<file path="src/isp_pkg.sv">
// package for the input synchronisation parameter bank: register indices,
// reset values, trigger mode codes and the supported-mode bitmap
// assumes a register port with word addresses equal to the entry sub-index
package isp_pkg;

    // ------------------------------------------------------------------
    // register indices (word addresses)
    // ------------------------------------------------------------------
    localparam logic [7:0] ISP_ADDR_COUNT = 8'h00;
    localparam logic [7:0] ISP_ADDR_MODE = 8'h01;
    localparam logic [7:0] ISP_ADDR_CYCLE = 8'h02;
    localparam logic [7:0] ISP_ADDR_SHIFT = 8'h03;
    localparam logic [7:0] ISP_ADDR_SUPPORT = 8'h04;
    localparam logic [7:0] ISP_ADDR_MINCYC = 8'h05;
    localparam logic [7:0] ISP_ADDR_CALC = 8'h06;
    localparam logic [7:0] ISP_ADDR_MINDLY = 8'h07;
    localparam logic [7:0] ISP_ADDR_CMD = 8'h08;
    localparam logic [7:0] ISP_ADDR_MAXDLY = 8'h09;
    localparam logic [7:0] ISP_ADDR_MISSED = 8'h0b;
    localparam logic [7:0] ISP_ADDR_OVERRUN = 8'h0c;
    localparam logic [7:0] ISP_ADDR_SHORT = 8'h0d;
    localparam logic [7:0] ISP_ADDR_SYNCERR = 8'h20;

    // ------------------------------------------------------------------
    // reset and constant values
    // ------------------------------------------------------------------
    localparam logic [7:0] ISP_ENTRY_COUNT = 8'h20;
    localparam logic [15:0] ISP_MODE_RESET = 16'h0022;
    localparam logic [31:0] ISP_CYCLE_RESET = 32'h000f4240;
    localparam logic [15:0] ISP_SUPPORT_MAP = 16'hc007;
    localparam logic [31:0] ISP_MIN_CYCLE = 32'h0000fde8;
    localparam logic [31:0] ISP_MIN_DELAY = 32'h00000000;
    localparam logic [15:0] ISP_CMD_RESET = 16'h0000;
    localparam logic [15:0] ISP_CMD_START = 16'h0001;
    localparam logic [15:0] ISP_CMD_STOP = 16'h0000;
    localparam logic [15:0] ISP_CNT_MAX = 16'hffff;

    // nanoseconds added per clock at 125 MHz
    localparam int ISP_CLK_PERIOD_NS = 8;
    localparam logic [31:0] ISP_NS_PER_CLK = 32'(ISP_CLK_PERIOD_NS);

    // ------------------------------------------------------------------
    // trigger mode codes
    // ------------------------------------------------------------------
    localparam logic [15:0] ISP_MODE_LOCAL = 16'h0000;
    localparam logic [15:0] ISP_MODE_INBUF = 16'h0001;
    localparam logic [15:0] ISP_MODE_FIRST = 16'h0002;
    localparam logic [15:0] ISP_MODE_SECOND = 16'h0003;
    localparam logic [15:0] ISP_MODE_OUTBUF = 16'h0022;

endpackage

</file>
<file path="src/isp_input_sync_parameters.sv">
// input synchronisation parameter bank with timing measurement and
// diagnostic counters for a fieldbus sensor terminal
// assumes sync pulses and buffer events arrive asynchronously on pins;
// sampleDone and cycleLate come from logic on the same clock
//
// Implementation choices: the register addresses and strobed register access.
`timescale 1ns/1ps

// What this block does
// - trigger select encodes 0,1,2,3,34; resets 34
// - cycle period in ns, reset one million
// - shift time: first pulse to sampling
// - supported-mode map reads 0xc007
// - minimum cycle period reads 65000 ns
// - calc-and-copy: sampling to data ready
// - command write 1 starts, 0 stops measuring
// - keep maxima while measuring in modes 2 and 3, clear on start
// - max delay: second pulse to sampling
// - count missed buffer events in state_a in modes 2 and 3
// - count overrun cycles in state_a
// - count too-short pulse spacing in modes 2 and 3
// - late-output flag set in modes 2 and 3, clear at the next first pulse or outside those modes
module isp_input_sync_parameters
    import isp_pkg::*;
(
    // clock and reset
    input wire logic clk,
    input wire logic reset_n,
    // register port
    input wire logic [7:0] regAddr,
    input wire logic [31:0] regWriteData,
    input wire logic regWrite,
    input wire logic regRead,
    output logic [31:0] regReadData,
    // asynchronous event pins
    input wire logic firstSyncPulse,
    input wire logic secondSyncPulse,
    input wire logic inputBufferEvent,
    input wire logic outputBufferEvent,
    // same-clock status from acquisition logic
    input wire logic stateA,
    input wire logic sampleDone,
    input wire logic dataReady,
    input wire logic cycleLate,
    input wire logic outputsLate,
    // status outputs
    output logic measuring,
    output logic [15:0] triggerMode
);

    // ------------------------------------------------------------------
    // pin synchronisers and edge detect
    // ------------------------------------------------------------------
    logic [3:0] pinMeta;
    logic [3:0] pinSync;
    logic [3:0] pinLast;
    logic [3:0] pinRise;

    always_ff @(posedge clk) begin
        if (!reset_n) begin
            pinMeta <= 4'h0;
            pinSync <= 4'h0;
            pinLast <= 4'h0;
        end else begin
            pinMeta <= {outputBufferEvent, inputBufferEvent, secondSyncPulse, firstSyncPulse};
            pinSync <= pinMeta;
            pinLast <= pinSync;
        end
    end

    assign pinRise = pinSync & ~pinLast;

    logic firstEdge;
    logic secondEdge;
    logic inBufEdge;
    logic outBufEdge;
    assign firstEdge = pinRise[0];
    assign secondEdge = pinRise[1];
    assign inBufEdge = pinRise[2];
    assign outBufEdge = pinRise[3];

    // ------------------------------------------------------------------
    // configuration registers
    // ------------------------------------------------------------------
    logic [15:0] modeSel;
    logic [31:0] cyclePeriod;
    logic [15:0] measureCmd;
    logic clockMode;

    // mode 3 still starts its cycle on the first pulse
    assign clockMode = (modeSel == ISP_MODE_FIRST) || (modeSel == ISP_MODE_SECOND);

    always_ff @(posedge clk) begin
        if (!reset_n) begin
            modeSel <= ISP_MODE_RESET;
            cyclePeriod <= ISP_CYCLE_RESET;
            measureCmd <= ISP_CMD_RESET;
        end else if (regWrite) begin
            unique case (regAddr)
                ISP_ADDR_MODE: begin
                    // unknown codes are refused so the trigger stays defined
                    if (regWriteData[15:0] == ISP_MODE_LOCAL
                        || regWriteData[15:0] == ISP_MODE_INBUF
                        || regWriteData[15:0] == ISP_MODE_FIRST
                        || regWriteData[15:0] == ISP_MODE_SECOND
                        || regWriteData[15:0] == ISP_MODE_OUTBUF) begin
                        modeSel <= regWriteData[15:0];
                    end
                end
                ISP_ADDR_CYCLE: cyclePeriod <= regWriteData;
                ISP_ADDR_CMD: measureCmd <= regWriteData[15:0];
                default: ;
            endcase
        end
    end

    // ------------------------------------------------------------------
    // measurement control
    // ------------------------------------------------------------------
    logic startPulse;
    assign startPulse = regWrite && (regAddr == ISP_ADDR_CMD)
        && (regWriteData[15:0] == ISP_CMD_START);

    always_ff @(posedge clk) begin
        if (!reset_n) begin
            measuring <= 1'b0;
        end else if (regWrite && regAddr == ISP_ADDR_CMD) begin
            if (regWriteData[15:0] == ISP_CMD_START) begin
                measuring <= 1'b1;
            end else if (regWriteData[15:0] == ISP_CMD_STOP) begin
                measuring <= 1'b0;
            end
        end
    end

    always_ff @(posedge clk) begin
        if (!reset_n) begin
            triggerMode <= ISP_MODE_RESET;
        end else begin
            triggerMode <= modeSel;
        end
    end

    // ------------------------------------------------------------------
    // elapsed-time counters in nanoseconds
    // ------------------------------------------------------------------
    // the pulse counters run from their pulse to sampling, the sample counter to data ready; saturating so a lost
    // sample cannot produce a small bogus maximum
    logic [31:0] sinceFirst;
    logic [31:0] sinceSecond;
    logic [31:0] sinceSample;
    logic run0;
    logic run1;
    logic runS;

    function automatic logic [31:0] ns_step(input logic [31:0] value);
        ns_step = (value > 32'hffffffff - ISP_NS_PER_CLK) ? 32'hffffffff : value + ISP_NS_PER_CLK;
    endfunction

    always_ff @(posedge clk) begin
        if (!reset_n) begin
            sinceFirst <= 32'h0;
            sinceSecond <= 32'h0;
            sinceSample <= 32'h0;
            run0 <= 1'b0;
            run1 <= 1'b0;
            runS <= 1'b0;
        end else begin
            // the starting clock counts, so a one-clock gap reads as 8 ns
            if (firstEdge) begin
                sinceFirst <= ISP_NS_PER_CLK;
                run0 <= 1'b1;
            end else if (sampleDone) begin
                run0 <= 1'b0;
            end else if (run0) begin
                sinceFirst <= ns_step(sinceFirst);
            end
            if (secondEdge) begin
                sinceSecond <= ISP_NS_PER_CLK;
                run1 <= 1'b1;
            end else if (sampleDone) begin
                run1 <= 1'b0;
            end else if (run1) begin
                sinceSecond <= ns_step(sinceSecond);
            end
            if (sampleDone) begin
                sinceSample <= ISP_NS_PER_CLK;
                runS <= 1'b1;
            end else if (dataReady) begin
                runS <= 1'b0;
            end else if (runS) begin
                sinceSample <= ns_step(sinceSample);
            end
        end
    end

    // ------------------------------------------------------------------
    // measured maxima
    // ------------------------------------------------------------------
    logic [31:0] shiftMax;
    logic [31:0] calcMax;
    logic [31:0] delayMax;

    always_ff @(posedge clk) begin
        if (!reset_n) begin
            shiftMax <= 32'h0;
            calcMax <= 32'h0;
            delayMax <= 32'h0;
        end else if (startPulse) begin
            shiftMax <= 32'h0;
            calcMax <= 32'h0;
            delayMax <= 32'h0;
        end else if (measuring && clockMode) begin
            if (sampleDone && run0 && sinceFirst > shiftMax) begin
                shiftMax <= sinceFirst;
            end
            if (dataReady && runS && sinceSample > calcMax) begin
                calcMax <= sinceSample;
            end
            if (sampleDone && run1 && sinceSecond > delayMax) begin
                delayMax <= sinceSecond;
            end
        end
    end

    // ------------------------------------------------------------------
    // diagnostic counters
    // ------------------------------------------------------------------
    logic [15:0] missedCount;
    logic [15:0] overrunCount;
    logic [15:0] shortCount;
    logic lateFlag;
    logic expectBuf;
    logic stateALast;
    logic leaveA;

    function automatic logic [15:0] sat_inc(input logic [15:0] value);
        sat_inc = (value == ISP_CNT_MAX) ? value : value + 16'h0001;
    endfunction

    assign leaveA = stateALast && !stateA;

    // a buffer event is expected once per first sync pulse; the next first pulse
    // with none seen since counts as a miss
    always_ff @(posedge clk) begin
        if (!reset_n) begin
            expectBuf <= 1'b0;
            stateALast <= 1'b0;
        end else begin
            stateALast <= stateA;
            if (firstEdge) begin
                expectBuf <= 1'b1;
            end else if (inBufEdge || outBufEdge) begin
                expectBuf <= 1'b0;
            end
        end
    end

    always_ff @(posedge clk) begin
        if (!reset_n) begin
            missedCount <= 16'h0;
            overrunCount <= 16'h0;
            shortCount <= 16'h0;
        end else if (leaveA) begin
            missedCount <= 16'h0;
            overrunCount <= 16'h0;
            shortCount <= 16'h0;
        end else begin
            if (stateA && clockMode && firstEdge && expectBuf && !inBufEdge && !outBufEdge) begin
                missedCount <= sat_inc(missedCount);
            end
            if (stateA && cycleLate) begin
                overrunCount <= sat_inc(overrunCount);
            end
            // second pulse before sampling finished counts as too short
            if (clockMode && secondEdge && run0) begin
                shortCount <= sat_inc(shortCount);
            end
        end
    end

    // flag reflects the most recent cycle: set on late outputs, cleared at
    // the next cycle start; a late report in that same cycle wins
    always_ff @(posedge clk) begin
        if (!reset_n) begin
            lateFlag <= 1'b0;
        end else if (clockMode && outputsLate) begin
            lateFlag <= 1'b1;
        end else if (firstEdge || !clockMode) begin
            lateFlag <= 1'b0;
        end
    end

    // ------------------------------------------------------------------
    // read port
    // ------------------------------------------------------------------
    logic [31:0] next_readData;

    always_comb begin
        next_readData = 32'h0;
        unique case (regAddr)
            ISP_ADDR_COUNT: next_readData = {24'h0, ISP_ENTRY_COUNT};
            ISP_ADDR_MODE: next_readData = {16'h0, modeSel};
            ISP_ADDR_CYCLE: next_readData = cyclePeriod;
            ISP_ADDR_SHIFT: next_readData = shiftMax;
            ISP_ADDR_SUPPORT: next_readData = {16'h0, ISP_SUPPORT_MAP};
            ISP_ADDR_MINCYC: next_readData = ISP_MIN_CYCLE;
            ISP_ADDR_CALC: next_readData = calcMax;
            ISP_ADDR_MINDLY: next_readData = ISP_MIN_DELAY;
            ISP_ADDR_CMD: next_readData = {16'h0, measureCmd};
            ISP_ADDR_MAXDLY: next_readData = delayMax;
            ISP_ADDR_MISSED: next_readData = {16'h0, missedCount};
            ISP_ADDR_OVERRUN: next_readData = {16'h0, overrunCount};
            ISP_ADDR_SHORT: next_readData = {16'h0, shortCount};
            ISP_ADDR_SYNCERR: next_readData = {31'h0, lateFlag};
            default: next_readData = 32'h0;
        endcase
    end

    always_ff @(posedge clk) begin
        if (!reset_n) begin
            regReadData <= 32'h0;
        end else if (regRead) begin
            regReadData <= next_readData;
        end else begin
            regReadData <= 32'h0;
        end
    end

    // ------------------------------------------------------------------
    // assertions
    // ------------------------------------------------------------------
    a_mode_default: assert property (@(posedge clk)
        $rose(reset_n) |-> modeSel == ISP_MODE_RESET)
        else $error("trigger select not at default after reset");
    a_cycle_write: assert property (@(posedge clk) disable iff (!reset_n)
        regWrite && regAddr == ISP_ADDR_CYCLE |=> cyclePeriod == $past(regWriteData))
        else $error("cycle period write lost");
    a_support_read: assert property (@(posedge clk) disable iff (!reset_n)
        regRead && regAddr == ISP_ADDR_SUPPORT |=> regReadData == 32'h0000c007)
        else $error("supported map wrong");
    a_mincyc_read: assert property (@(posedge clk) disable iff (!reset_n)
        regRead && regAddr == ISP_ADDR_MINCYC |=> regReadData == 32'd65000)
        else $error("minimum cycle wrong");
    a_cmd_start: assert property (@(posedge clk) disable iff (!reset_n)
        startPulse |=> measuring && shiftMax == 32'h0 && calcMax == 32'h0 && delayMax == 32'h0)
        else $error("start did not clear maxima");
    a_max_monotone: assert property (@(posedge clk) disable iff (!reset_n)
        !startPulse |=> shiftMax >= $past(shiftMax) && delayMax >= $past(delayMax))
        else $error("maximum decreased without restart");
    a_shift_capture: assert property (@(posedge clk) disable iff (!reset_n)
        measuring && clockMode && !startPulse && sampleDone && run0
        |=> shiftMax >= $past(sinceFirst))
        else $error("shift time not captured");
    a_calc_capture: assert property (@(posedge clk) disable iff (!reset_n)
        measuring && clockMode && !startPulse && dataReady && runS
        |=> calcMax >= $past(sinceSample))
        else $error("calc and copy time not captured");
    a_delay_capture: assert property (@(posedge clk) disable iff (!reset_n)
        measuring && clockMode && !startPulse && sampleDone && run1
        |=> delayMax >= $past(sinceSecond))
        else $error("second pulse delay not captured");
    a_missed_count: assert property (@(posedge clk) disable iff (!reset_n)
        stateA && clockMode && firstEdge && expectBuf && !inBufEdge && !outBufEdge
        && missedCount != ISP_CNT_MAX |=> missedCount == $past(missedCount) + 16'h0001)
        else $error("missed buffer event not counted");
    a_overrun_count: assert property (@(posedge clk) disable iff (!reset_n)
        stateA && stateALast && cycleLate && overrunCount != ISP_CNT_MAX
        |=> overrunCount == $past(overrunCount) + 16'h0001)
        else $error("overrun not counted");
    a_short_count: assert property (@(posedge clk) disable iff (!reset_n)
        !leaveA && clockMode && secondEdge && run0 && shortCount != ISP_CNT_MAX
        |=> shortCount == $past(shortCount) + 16'h0001)
        else $error("short pulse spacing not counted");
    a_leave_clear: assert property (@(posedge clk) disable iff (!reset_n)
        leaveA |=> missedCount == 16'h0 && overrunCount == 16'h0 && shortCount == 16'h0)
        else $error("counters not cleared leaving state_a");
    a_late_flag: assert property (@(posedge clk) disable iff (!reset_n)
        clockMode && outputsLate |=> lateFlag)
        else $error("late flag not set");

endmodule

</file>
<file path="config.mk">
export PLATFORM = sky130hd
export DESIGN_NAME = isp_input_sync_parameters
export DESIGN_NICKNAME = d
export VERILOG_FILES = /design/src/isp_pkg.sv /design/src/isp_input_sync_parameters.sv
export SDC_FILE = /design/constraint.sdc
export NUM_CORES = 1
export LEC_CHECK = 0
export ABC_CLOCK_PERIOD_IN_PS = 2500
export BUFFER_PORTS_ARGS = -buffer_cell sky130_fd_sc_hd__buf_2
export CORE_UTILIZATION = 56
export CTS_CLUSTER_DIAMETER = 200
export DETAILED_ROUTE_END_ITERATION = 10
export PLACE_DENSITY = 0.79
export SLEW_MARGIN = 25
export SYNTH_ARGS = -nofsm -noshare
export SYNTH_HDL_FRONTEND = slang
export SYNTH_SLANG_ARGS = --single-unit
</file>
<file path="constraint.sdc">
create_clock -name clk -period 2.5 [get_ports clk]
set_input_delay 0.25 -clock clk [delete_from_list [all_inputs] [get_ports clk]]
set_output_delay 0.25 -clock clk [all_outputs]
set_load 0.1 [all_outputs]
</file>
==> impl_metrics.tcl <==
set metrics [dict create \
    place_inst 2773 \
    io_buffers 101 \
    worst-slew-pin-transition_ns 0.727 \
    synth_edf_count 0 \
    finalCriticalPeriod_ns 2.51 \
    vias 17300 \
    synth_warnings 0 \
    rows 65 \
    yosysMostFrequentCell "nand2_1" \
    p_int_mw 9.62 \
    cpPeakStageDelay_ns 0.56 \
    violations "setup timing" \
    io_pins 102 \
    grt_use_total 0.317 \
    hold_path.class "input port to flip-flop" \
    yosys-top-cells-area "dfxtp_1 (40%), nand2_1 (8.4%), ha_1 (6.9%)" \
    critPathSlowestCell "or4_4" \
    coreArea_sq_um 32000 \
    die_x_um 183 \
    rsz0062_at_grt "yes" \
    wl_met2_mm 25.7 \
    sw_frac_of_total 0.222 \
    async_reset_ff_frac 0 \
    r2r_setup_slack_ns -0.009 \
    fmax_ghz 0.399 \
    synth.cell_area_sq_um 18400 \
    ys.flop_type "dfxtp_1" \
    initial_core_util 0.575 \
    grt_pass1_wl_mm 85.0 \
    netlist_instances 2215 \
    wl_met1_mm 22.9 \
    h-tree-depth 2 \
    clkSinkCount 371 \
    wirelength_mm 55.1 \
    synth_seq_area_share 0.404 \
    drt_pass1_iterations 6 \
    fin_crit_sh 1.00 \
    yosys.area.top_type "dfxtp_1" \
    drtIter0Drc 1853 \
    cts.clk_slew.worst_paths_ns 0.06 \
    layout_setup_ws_ns -0.00933 \
    ys_seq_elements 371 \
    worstPathCellList "inv_1 > ha_4 > nand4_1 > or4_4 > nor3_4 > a311oi_2 > nor2_4 > buf_12 > mux2i_2" \
    clkPwrFrac 0.481 \
    grt_max_degree 106 \
    peakVddDrop_uv 383 \
    min_path_cells 3 \
    p_switching_mw 2.75 \
    met3_length_mm 4.57 \
    reg2reg_to "shiftMax[5]" \
    min_to "cyclePeriod[1]" \
    finalClockSkew_ns 0.0181 \
    worstReg2RegStart "shiftMax[10]" \
    worstSetupStartpointType "flip-flop" \
    drtAntennaViolNets 0 \
    hpwlAfterDp_mm 38.1 \
    gp_congestion 0.962 \
    final_cells 2886 \
    relSlewSlack 0.508 \
    tritoncts "done" \
    wl_per_cell_um 19.1 \
    arrival_ns 2.96 \
    crit_type "flip-flop to flip-flop" \
    fill_cells 2375 \
    vias_per_cell 5.98 \
    critPathRequiredTime_ns 2.95 \
    reg2reg_depth 9 \
    crit_path_max_fanout 8 \
    antenna_found_initial 0 \
    seq_power_share 0.481 \
    power.total_mw 12.4 \
    final_nets 2577 \
    syn-num-nets 2370 \
    numCtsBuffers 40 \
    cap_violations 0 \
    synth_common_cells "nand2_1 (411), dfxtp_1 (371), a21oi_1 (219)" \
    dr.max_layer_used "met4" \
    fp.dieH_um 183 \
    root_buffer "clkbuf_16" \
    leakage_nw 9.02 \
    powerDensity_nw_per_um2 554 \
    pre_cts_slack_ns -0.155 \
    drc 0 \
    finalHoldViolCount 0 \
    cp-end-kind "flip-flop" \
    ys_types 68 \
    area_growth_pct 21.3 \
    holdCritStartpoint "regWriteData[1]" \
    status "finished, violations left" \
    drive_above_1_share 0.172 \
    final_max_slew_viol_count 0 \
    insertion_delay_ns 0.54 \
    netlist.area_leader.share 0.404 \
    clk_path_buf_depth 3 \
    timing.hold.ws_ns 0.0226 \
    p_comb_frac 0.039 \
    setup-violations-final 2 \
    dieArea_sq_um 33600 \
    grt_pass1_vias 16400 \
    avgSynthCellArea_sq_um 8.30 \
    overflow 0 \
]
-- cell type report --
cell class	instances	area, sq um	share of cell area
sequential	371	7470	0.335
clock buffer	60	1200	0.0537
clock inverter	10	116	0.00522
timing repair buffer	282	2160	0.0970
inverter	118	443	0.0199
antenna	1	2.50	0.000112
tap	435	544	0.0244
multi-input combinational	1609	10400	0.465
-- per-stage QoR --
stage          area, sq um   util  TNS [ns]
5_1_grt              22300  0.698     -1.17
3_5_place_dp         20200  0.631     -4.68
2_1_floorplan        18400      -   -0.0552
3_3_place_gp         20200  0.631     -4.68
4_1_cts              21900  0.685         0
6_report             22300  0.698   -0.0140
-- flip-flops by register name, summed over array words and instances (netlist names), 4 cells and up --
name	flops
calcMax	32
cyclePeriod	32
delayMax	32
regReadData	32
shiftMax	32
sinceFirst	32
sinceSample	32
sinceSecond	32
measureCmd	16
missedCount	16
modeSel	16
overrunCount	16
shortCount	16
triggerMode	16
pinLast	4
pinMeta	4
pinSync	4
-- cells by family (layout without fill, tap and decap cells) --
kind of cell,after synthesis,after routing,share of synthesized area
flops,371,371,0.404
simple gates,904,904,0.236
buf+inv,235,470,0.0524
xor+xnor,105,105,0.0500
mux,129,129,0.0710
other cells,0,1,0
compound gates,369,369,0.118
fa+ha+maj,102,102,0.0694
-- layer usage --
metal / vias to the layer above / track usage
li1: 8101 / -
met1: 8206 / 0.413
met2: 779 / 0.524
met3: 178 / 0.0584
met4: 0 / 0.113
met5: - / 0
-- worst max-delay path by stage --
stage,startpoint,to,slack (ns),cells after the start
global route,shiftMax[10],shiftMax[16],-0.07,9
detailed placement,delayMax[14],delayMax[7],-0.15,9
CTS,shiftMax[22],shiftMax[5],0.01,9
finish,shiftMax[10],shiftMax[5],-0.009,9
global placement,delayMax[15],delayMax[7],-0.15,9
floorplan,sinceSample[9],calcMax[10],-0.002,8
-- layout by cell type (no fill, tap or decap), drive strengths merged, types with 18 or more instances in the layout --
cell and instances:
nor2 123, clkbuf 62, a221oi 19, and3 48
and4 20, inv 117, xnor2 47, nand2 411
nor3 41, o21ai 35, nor4 19, dfxtp 371
mux2i 117, nand3 71, nand4 63, nand2b 18
ha 102, and2 38, dlygate4sd3 31, xor2 58
a21oi 219, a31oi 26, buf 248
-- critical path: cells and delay by family (launching register included) --
kind | cells | cell delay (ns)
DFF | 1 | 0.34
AOI/OAI and AO/OA | 1 | 0.08
and+or+nand+nor | 4 | 1.22
muxes | 1 | 0.24
adders and majority gates | 1 | 0.27
buffers and inverters | 2 | 0.26
-- power groups by stage --
stage / clock network [mW] / logic, mW / registers (mW)
3_5_place_dp: 0 / 0.413 / 6.08
4_1_cts: 5.98 / 0.456 / 5.94
5_1_grt: 6.24 / 0.507 / 5.94
2_1_floorplan: 0 / 0.242 / 6.07
6_report: 5.94 / 0.476 / 5.94
3_3_place_gp: 0 / 0.408 / 6.07
-- what timing repair did --
item / CTS / global route
gates resized for setup: 9 / 69
pin swaps: 3 / 23
hold buffers: 31 / 0
gates cloned: 1 / 2
setup buffers: 2 / 6
hold endpoints to repair: 38 / 0
endpoints found under the setup margin: 79 / 98
No activity file was read; power rests on OpenSTA's default activity.
